===== config.mk =====
export PLATFORM = sky130hd
export DESIGN_NAME = sidt_top
export DESIGN_NICKNAME = d
export VERILOG_FILES = /design/src/rtl/sidt_pkg.sv /design/src/rtl/sidt_cnt_mem.sv /design/src/rtl/sidt_top.sv
export SDC_FILE = /design/constraint.sdc
export NUM_CORES = 1
export LEC_CHECK = 0
export BUFFER_PORTS_ARGS = -buffer_cell sky130_fd_sc_hd__buf_2
export CAP_MARGIN = 10
export CORE_ASPECT_RATIO = 1.5
export CORE_MARGIN = 1.5
export CORE_UTILIZATION = 60
export DETAILED_ROUTE_END_ITERATION = 8
export PLACE_DENSITY = 0.81
export SYNTH_ARGS = -nofsm -noshare
export SYNTH_HDL_FRONTEND = slang
export SYNTH_SLANG_ARGS = --single-unit

===== constraint.sdc =====
create_clock -name clk_in -period 3.35 [get_ports clk_in]
set_input_delay 0.1675 -clock clk_in [delete_from_list [all_inputs] [get_ports clk_in]]
set_output_delay 0.1675 -clock clk_in [all_outputs]
set_load 0.05 [all_outputs]

===== src/rtl/sidt_pkg.sv =====
// constants for split interrupt descriptor tracking
package sidt_pkg;
  // register offsets (byte addresses on the plain register port)
  localparam logic [7:0] SIDT_OFS_STATUS = 8'h00;
  localparam logic [7:0] SIDT_OFS_CNT_LO = 8'h04;
  localparam logic [7:0] SIDT_OFS_CNT_MID = 8'h08;
  localparam logic [7:0] SIDT_OFS_CNT_LAST = 8'h0c;
  localparam logic [7:0] SIDT_OFS_IRQ_STAT = 8'h10;
  localparam logic [7:0] SIDT_OFS_IRQ_MASK = 8'h14;
  localparam logic [7:0] SIDT_OFS_SUMMARY = 8'h18;
  // field layout of the status word
  localparam int SIDT_SS_MASK_LSB = 0;
  localparam int SIDT_RESULT_LSB = 8;
  localparam int SIDT_RESULT_W = 3;
  localparam int SIDT_NUM_MF = 8;
  // field layout of the count words
  localparam int SIDT_CS_MASK_LSB = 0;
  localparam int SIDT_CNT_W = 8;
  // result bit positions inside one per-microframe result
  localparam int SIDT_RES_XERR = 0;
  localparam int SIDT_RES_BABBLE = 1;
  localparam int SIDT_RES_UNDERRUN = 2;
  // summary word bits
  localparam int SIDT_SUM_XERR = 0;
  localparam int SIDT_SUM_BABBLE = 1;
  // interrupt status and mask bits
  localparam int SIDT_IRQ_W = 5;
  localparam int SIDT_IRQ_SS_DONE = 0;
  localparam int SIDT_IRQ_CS_DONE = 1;
  localparam int SIDT_IRQ_XERR = 2;
  localparam int SIDT_IRQ_BABBLE = 3;
  localparam int SIDT_IRQ_UNDERRUN = 4;
  // count memory: word 0 holds counts 0..2, word 1 counts 3..6, word 2 count 7
  localparam int SIDT_MEM_DEPTH = 3;
  localparam logic [1:0] SIDT_MEM_LO = 2'h0;
  localparam logic [1:0] SIDT_MEM_MID = 2'h1;
  localparam logic [1:0] SIDT_MEM_LAST = 2'h2;
  localparam logic [31:0] SIDT_MEM_LO_KEEP = 32'hffffff00;
  localparam logic [31:0] SIDT_MEM_MID_KEEP = 32'hffffffff;
  localparam logic [31:0] SIDT_MEM_LAST_KEEP = 32'h000000ff;
  // reset values
  localparam logic [7:0] SIDT_MASK_RST = 8'h00;
  localparam logic [23:0] SIDT_RESULT_RST = 24'h000000;
  localparam logic [4:0] SIDT_IRQ_RST = 5'h00;
endpackage


===== src/rtl/sidt_cnt_mem.sv =====
// small byte-writable memory holding the per-microframe received counts
`timescale 1ns/1ps
`default_nettype none
module sidt_cnt_mem
  import sidt_pkg::*;
(
  // clock and reset
  input wire logic clk_in,
  input wire logic rst_in,
  // write port
  input wire logic we_in,
  input wire logic [1:0] waddr_in,
  input wire logic [3:0] wbe_in,
  input wire logic [31:0] wdata_in,
  // read port, data one cycle later
  input wire logic [1:0] raddr_in,
  output logic [31:0] rdata_out
);
  logic [31:0] mem_r [SIDT_MEM_DEPTH];

  // reset clears every word so unread counts never show unknowns
  always_ff @(posedge clk_in)
  begin
    if (rst_in)
    begin
      for (int i = 0; i < SIDT_MEM_DEPTH; i++)
        mem_r[i] <= 32'h00000000;
      rdata_out <= 32'h00000000;
    end
    else
    begin
      if (we_in)
      begin
        for (int b = 0; b < 4; b++)
          if (wbe_in[b])
            mem_r[waddr_in][b*8 +: 8] <= wdata_in[b*8 +: 8];
      end
      rdata_out <= (raddr_in < 2'(SIDT_MEM_DEPTH)) ? mem_r[raddr_in]
                                                  : 32'h00000000;
    end
  end
endmodule
`default_nettype wire


===== src/rtl/sidt_top.sv =====
// split interrupt descriptor tracking: masks, per-microframe results, counts
// Behaviour
// RULE1 - microframe n done with start mask n set and frame match records count n
// RULE2 - each count write replaces the old count, never accumulates
// RULE3 - counts 0-2 in low count word, 3-6 mid word, 7 last word
// RULE4 - software sets complete mask bits before a transfer, any combination
// RULE5 - after complete split of microframe n, hardware clears complete mask n
// RULE6 - complete split issued only where its mask bit set, IN only
// RULE7 - start mask 01, complete mask 04: start in mf0, complete in mf2
// RULE8 - 3-bit result per microframe, result 0 at bits 10:8, step three
// RULE9 - result bit0 transaction error, bit1 babble IN, bit2 underrun OUT
// RULE10 - for IN, software sets start mask bits only for mf0 to mf3
// RULE11 - summary babble and error flags are OR of all result bits
//
// The register offsets and the plain strobed port were chosen for this implementation.
`timescale 1ns/1ps
`default_nettype none
module sidt_top
  import sidt_pkg::*;
(
  // clock and reset
  input wire logic clk_in,
  input wire logic rst_in,
  // register port
  input wire logic [7:0] reg_addr_in,
  input wire logic [31:0] reg_wdata_in,
  input wire logic reg_wr_in,
  input wire logic reg_rd_in,
  output logic [31:0] reg_rdata_out,
  // microframe scheduling from the frame logic
  input wire logic uf_start_in,
  input wire logic [2:0] uf_idx_in,
  input wire logic frame_match_in,
  input wire logic token_in_in,
  // split issue requests to the transaction engine
  output logic ss_issue_out,
  output logic cs_issue_out,
  // transaction completion from the transaction engine
  input wire logic done_in,
  input wire logic done_is_cs_in,
  input wire logic [2:0] done_idx_in,
  input wire logic [7:0] rx_bytes_in,
  input wire logic xerr_in,
  input wire logic babble_in,
  input wire logic underrun_in,
  // summaries and interrupt
  output logic babble_flag_out,
  output logic xerr_flag_out,
  output logic irq_out
);

  typedef struct packed {
    logic [7:0] ss_mask;
    logic [7:0] cs_mask;
    logic [23:0] result;
    logic [4:0] irq_stat;
    logic [4:0] irq_mask;
    logic [31:0] rd_hold;
    logic [31:0] rd_keep;
    logic sum_babble;
    logic sum_xerr;
  } sidt_state_s;

  sidt_state_s st_r;
  sidt_state_s st_nxt;

  // count memory ports
  logic mem_we;
  logic [1:0] mem_waddr;
  logic [3:0] mem_wbe;
  logic [31:0] mem_wdata;
  logic [1:0] mem_raddr;
  logic [31:0] mem_rdata;

  // word and byte lane of count n inside the count memory
  function automatic logic [3:0] cnt_lane(input logic [2:0] idx);
    logic [3:0] lane;
    lane = 4'h0;
    if (idx <= 3'h2)
      lane = {SIDT_MEM_LO, 2'(idx + 3'h1)}; // see RULE3
    else if (idx <= 3'h6)
      lane = {SIDT_MEM_MID, 2'(idx - 3'h3)}; // see RULE3
    else
      lane = {SIDT_MEM_LAST, 2'h0}; // see RULE3
    return lane;
  endfunction

  // one-hot vector for a microframe index
  function automatic logic [7:0] mf_bit(input logic [2:0] idx);
    return 8'h01 << idx;
  endfunction

  // OR of one result bit over all eight microframes
  function automatic logic any_result(input logic [23:0] res,
                                      input int pos);
    logic hit;
    hit = 1'b0;
    for (int i = 0; i < SIDT_NUM_MF; i++)
      hit = hit | res[i*SIDT_RESULT_W + pos];
    return hit;
  endfunction

  logic [3:0] lane;
  logic [2:0] res_bits;
  logic [7:0] clr_ss;
  logic [7:0] clr_cs;
  logic [4:0] irq_set;
  logic [23:0] res_tmp;

  // issue decisions are combinational so they line up with the tick
  always_comb
  begin
    ss_issue_out = uf_start_in & frame_match_in
                   & st_r.ss_mask[uf_idx_in]; // see RULE7
    cs_issue_out = uf_start_in & frame_match_in & token_in_in
                   & st_r.cs_mask[uf_idx_in]; // see RULE6
  end

  // completion: results, mask clears and count capture
  always_comb
  begin
    lane = cnt_lane(done_idx_in);
    // babble only meaningful on IN, underrun only on OUT
    res_bits = {underrun_in & ~token_in_in,
                babble_in & token_in_in,
                xerr_in}; // see RULE9
    clr_ss = 8'h00;
    clr_cs = (done_in & done_is_cs_in) ? mf_bit(done_idx_in)
                                       : 8'h00; // see RULE5
    mem_we = done_in & frame_match_in
             & st_r.ss_mask[done_idx_in]; // see RULE1
    mem_waddr = lane[3:2];
    mem_wbe = 4'(4'h1 << lane[1:0]);
    // plain overwrite of the lane, no accumulation
    mem_wdata = {4{rx_bytes_in}}; // see RULE2
    mem_raddr = reg_addr_in[3:2] - 2'h1;
    irq_set = 5'h00;
    if (done_in)
    begin
      irq_set[SIDT_IRQ_SS_DONE] = ~done_is_cs_in;
      irq_set[SIDT_IRQ_CS_DONE] = done_is_cs_in;
      irq_set[SIDT_IRQ_XERR] = res_bits[SIDT_RES_XERR];
      irq_set[SIDT_IRQ_BABBLE] = res_bits[SIDT_RES_BABBLE];
      irq_set[SIDT_IRQ_UNDERRUN] = res_bits[SIDT_RES_UNDERRUN];
    end
  end

  // next-state of the whole block
  always_comb
  begin
    st_nxt = st_r;
    res_tmp = st_r.result;
    if (done_in)
      res_tmp[done_idx_in*SIDT_RESULT_W +: SIDT_RESULT_W] =
        res_bits; // see RULE8
    st_nxt.result = res_tmp;
    st_nxt.sum_babble = any_result(res_tmp, SIDT_RES_BABBLE); // see RULE11
    st_nxt.sum_xerr = any_result(res_tmp, SIDT_RES_XERR); // see RULE11
    // software write wins the mask; otherwise hardware clears the complete mask only
    st_nxt.ss_mask = st_r.ss_mask & ~clr_ss;
    st_nxt.cs_mask = st_r.cs_mask & ~clr_cs; // see RULE5
    if (reg_wr_in)
    begin
      unique case (reg_addr_in)
        SIDT_OFS_STATUS:
          st_nxt.ss_mask = reg_wdata_in[SIDT_SS_MASK_LSB +: 8];
        SIDT_OFS_CNT_LO:
          st_nxt.cs_mask = reg_wdata_in[SIDT_CS_MASK_LSB +: 8];
        SIDT_OFS_IRQ_MASK:
          st_nxt.irq_mask = reg_wdata_in[SIDT_IRQ_W-1:0];
        default:
          st_nxt.irq_mask = st_r.irq_mask;
      endcase
    end
    // sticky events; a read clears but a same-cycle event survives
    st_nxt.irq_stat = st_r.irq_stat | irq_set;
    if (reg_rd_in && reg_addr_in == SIDT_OFS_IRQ_STAT)
      st_nxt.irq_stat = irq_set;
    // read data: register part held here, count part from memory
    st_nxt.rd_hold = 32'h00000000;
    st_nxt.rd_keep = 32'h00000000;
    if (reg_rd_in)
    begin
      unique case (reg_addr_in)
        SIDT_OFS_STATUS:
          st_nxt.rd_hold = {st_r.result, st_r.ss_mask};
        SIDT_OFS_CNT_LO:
        begin
          st_nxt.rd_hold = {24'h000000, st_r.cs_mask};
          st_nxt.rd_keep = SIDT_MEM_LO_KEEP;
        end
        SIDT_OFS_CNT_MID:
          st_nxt.rd_keep = SIDT_MEM_MID_KEEP;
        SIDT_OFS_CNT_LAST:
          st_nxt.rd_keep = SIDT_MEM_LAST_KEEP;
        SIDT_OFS_IRQ_STAT:
          st_nxt.rd_hold = {27'h0000000, st_r.irq_stat};
        SIDT_OFS_IRQ_MASK:
          st_nxt.rd_hold = {27'h0000000, st_r.irq_mask};
        SIDT_OFS_SUMMARY:
          st_nxt.rd_hold = {30'h00000000, st_r.sum_babble, st_r.sum_xerr};
        default:
          st_nxt.rd_hold = 32'h00000000;
      endcase
    end
  end

  // single state register
  always_ff @(posedge clk_in)
  begin
    if (rst_in)
    begin
      st_r.ss_mask <= SIDT_MASK_RST;
      st_r.cs_mask <= SIDT_MASK_RST;
      st_r.result <= SIDT_RESULT_RST;
      st_r.irq_stat <= SIDT_IRQ_RST;
      st_r.irq_mask <= SIDT_IRQ_RST;
      st_r.rd_hold <= 32'h00000000;
      st_r.rd_keep <= 32'h00000000;
      st_r.sum_babble <= 1'b0;
      st_r.sum_xerr <= 1'b0;
    end
    else
      st_r <= st_nxt;
  end

  sidt_cnt_mem u_cnt_mem (
    .clk_in(clk_in),
    .rst_in(rst_in),
    .we_in(mem_we),
    .waddr_in(mem_waddr),
    .wbe_in(mem_wbe),
    .wdata_in(mem_wdata),
    .raddr_in(mem_raddr),
    .rdata_out(mem_rdata)
  );

  // outputs, all from flip-flops apart from the issue strobes
  assign reg_rdata_out = st_r.rd_hold | (mem_rdata & st_r.rd_keep);
  assign babble_flag_out = st_r.sum_babble;
  assign xerr_flag_out = st_r.sum_xerr;
  assign irq_out = |(st_r.irq_stat & st_r.irq_mask);
endmodule
`default_nettype wire


==> flow_metrics.py <==
metrics = {
    "critical_path": {
        "cp-startpoint": "st_r[111]",
        "cp-endpoint": "u_cnt_mem.mem_r[1][18]",
        "path_class": "reg2reg",
        "worst_ep_required_time_ps": 3610,
        "arrival_ps": 2600,
        "slowest_delay_ps": 520,
        "r2r_slack_ps": 1010,
        "setup.worst_path.start_class": "register",
        "crit_top_cell": "buf_4",
        "crit_buf_inv": 2,
        "end_kind": "register",
        "r2r-start": "st_r[111]",
        "rr_worst_depth": 7,
        "worst_path_max_delay_cell": "mux4_2",
        "cp_num_cells": 7,
        "r2r_end": "u_cnt_mem.mem_r[1][18]",
        "path_delay_family": "buffers and inverters",
        "cp_cell_sequence": "mux4_2 > and2_4 > nand2_1 > a21o_1 > buf_4 > o21ai_0 > buf_4",
        "crit_fanout": 34,
    },
    "logic_synthesis": {
        "ys_async_sr_fraction": 0,
        "yosysSeqAreaShare": 0.6084,
        "synth_seq_cells": 246,
        "postSynthCellCount": 852,
        "synth_largest_area_cell": "edfxtp_1",
        "synth_area_leaders": "edfxtp_1, dfxtp_1, mux4_2",
        "netlist_area_mm2": 0.01020,
        "synth.most_common_cell": "edfxtp_1",
        "syn_avg_cell_area_um2": 11.97,
        "synth_ff_type": "edfxtp_1",
        "synth_commonest_cells": "edfxtp_1, dfxtp_1, nor2_1",
        "yosysWarnings": 0,
        "synth_cell_types": 50,
        "synth_enable_flop_cells": 128,
        "synth_top_area_share": 0.3768,
    },
    "pwr": {
        "power_uw": 6139,
        "ir_drop_v": 0.0004536,
        "power-per-cell-area_mw_per_mm2": 527.2,
        "p_leak_uw": 0.004724,
    },
    "routing": {
        "drc": 0,
        "vias": 7002,
        "via_per_inst": 5.869,
        "drt-total-wl_mm": 24.33,
        "dr.pass1.iters": 5,
        "wl_per_cell_um": 20.40,
        "first_iter_violations": 568,
        "drtAntennaViolNets": 0,
    },
    "global_routing": {
        "grt_pass1_vias": 7009,
        "grt-ovfl-total": 0,
        "met2_usage": 0.4850,
        "busiest_layer": "met2",
        "grt_pass1_wl_mm": 37.29,
        "antenna_found_initial": 0,
        "grt.met3_usage": 0.03601,
        "grt.total_usage": 0.2795,
        "grt_start_max_net_pins": 56,
        "grt_use_met1": 0.3414,
    },
    "cells_and_area": {
        "final_layout_size_suffix_gt1_frac": 0.2269,
        "final_nets": 1045,
        "seqCellArea_mm2": 0.006206,
        "area_growth_pct": 14.17,
        "diodes": 0,
        "num-fill-cells": 1201,
        "multi_input_area_mm2": 0.003775,
    },
    "sta": {
        "drv_slew": 0,
        "tns_ps": 0,
        "tightestPinTransition_ps": 1093,
        "max_freq_mhz": 426.7,
        "hold_slack_ps": 21.81,
        "skew_ps": 6.314,
        "finalSetupViolCount": 0,
        "hold_violations": 0,
        "finalCritPeriodShare": 0.6995,
        "max_slew_margin": 0.2701,
        "fin_crit_ps": 2343,
        "grt_setup_unrepaired": "false",
    },
    "placed_design": {
        "gp_congestion": 0.9291,
        "dp_hpwl_mm": 16.12,
        "numPortBuffers": 78,
    },
    "clock_network": {
        "clk_pin_slew_worst_paths_ps": 70,
        "htreeDepth": 1,
        "clk_latency_ps": 500,
        "clock-sinks": 246,
        "cts_tree": "done",
        "cts-resized-gates": 0,
        "max-clock-path-buffers": 3,
        "cts_buffers": 23,
        "cts-root-buf": "clkbuf_16",
    },
    "floorplan": {
        "rows": 58,
        "io_pins": 103,
        "die_area_mm2": 0.01781,
        "die_x_um": 109.5,
        "start_util": 0.6111,
        "core_mm2": 0.01669,
        "fp.dieH_um": 162.7,
    },
    "worst_hold_path": {
        "hp-class": "in2reg",
    },
    "job": {
        "drv_cap": 0,
    },
    "status": {
        "status": "completed",
    },
}
through the flow:
stage                     area [um2]  worst slack, ps  utilization  cells
final                          11640             1007       0.6977   1193
after global placement         10860            948.9       0.6504   1142
after CTS                      11640             1032       0.6977   1193
after floorplan                10320             1210            -    883
after global routing           11640            919.9       0.6977   1193
after detailed placement       10860            876.4       0.6504   1142
logic make-up (layout without fill, tap and decap cells):
group	after synthesis	in the layout	share of synthesized area
buffers and inverters	64	164	0.03288
adder cells (fa/ha/maj)	12	12	0.01472
multiplexers	51	51	0.09556
other	1	32	0.0003677
AND/OR/NAND/NOR	356	356	0.1685
flip-flops	246	246	0.6084
AO/OA/AOI/OAI	122	122	0.07949
per-layer routing:
metal	routed length [um]	part of all wire	up-vias
met3	1441	0.059	81
met5	0	0	-
li1	-	-	3246
met4	1155	0.047	0
met2	12650	0.52	287
met1	9091	0.37	3388
layout make-up:
type,count,share of cell area
inverter,11,0.003546
clock inverter,11,0.005157
timing repair buffer,112,0.05759
multi-input combinational,573,0.3242
clock buffer,30,0.05405
sequential,246,0.5329
tap,210,0.02256
report_power, final:
group / switching, uW / leakage, uW / internal, uW
Combinational: 247 / 0.00210 / 166
Clock: 1090 / 0.000359 / 1330
Sequential: 37.6 / 0.00226 / 3270
Total: 1370 / 0.00472 / 4770
cells in the final DEF, fill, tap and decap left out, drive strengths merged, types with 7 or more instances in the layout:
cell type / Yosys / layout
nor2b: 35 / 35
nor2: 156 / 156
conb: 1 / 32
edfxtp: 128 / 128
clkinv: 0 / 8
mux4: 37 / 37
a22oi: 8 / 8
inv: 11 / 14
dfxtp: 118 / 118
mux2i: 13 / 13
clkbuf: 21 / 30
ha: 12 / 12
buf: 32 / 102
and2: 7 / 7
o21ai: 14 / 14
a21o: 33 / 33
a21oi: 39 / 39
nor3: 13 / 13
nand2: 77 / 77
nand3: 27 / 27
dlygate4sd3: 0 / 10
and3: 28 / 28
registers in the layout, summed over array words and instances, names as in the netlist:
signal,cells
u_cnt_mem.mem_r,128
st_r,84
babble_flag_out,1
xerr_flag_out,1
u_cnt_mem.rdata_out,32
worst min-delay path by stage:
stage | to | slack (ps) | start | depth (start not counted)
detailed placement | st_r[106] | 440 | reg_wdata_in[6] | 3
finish | st_r[32] | 20 | reg_addr_in[6] | 4
CTS | st_r[32] | 2 | reg_addr_in[6] | 4
global placement | st_r[106] | 440 | reg_wdata_in[6] | 3
global route | u_cnt_mem.mem_r[3][10] | 20 | rx_bytes_in[2] | 1
floorplan | u_cnt_mem.mem_r[3][0] | 270 | rx_bytes_in[0] | 0
timing repair:
item,CTS,global route
setup buffers,0,0
hold buffers,10,0
endpoints found under the hold margin,26,0
tightest hold or removal path, stage by stage:
cell,delay [ps]
buf_2,130
nor4_4,60
nand2_1,80
nor2_1,40
No activity file was read; power rests on OpenSTA's default activity.
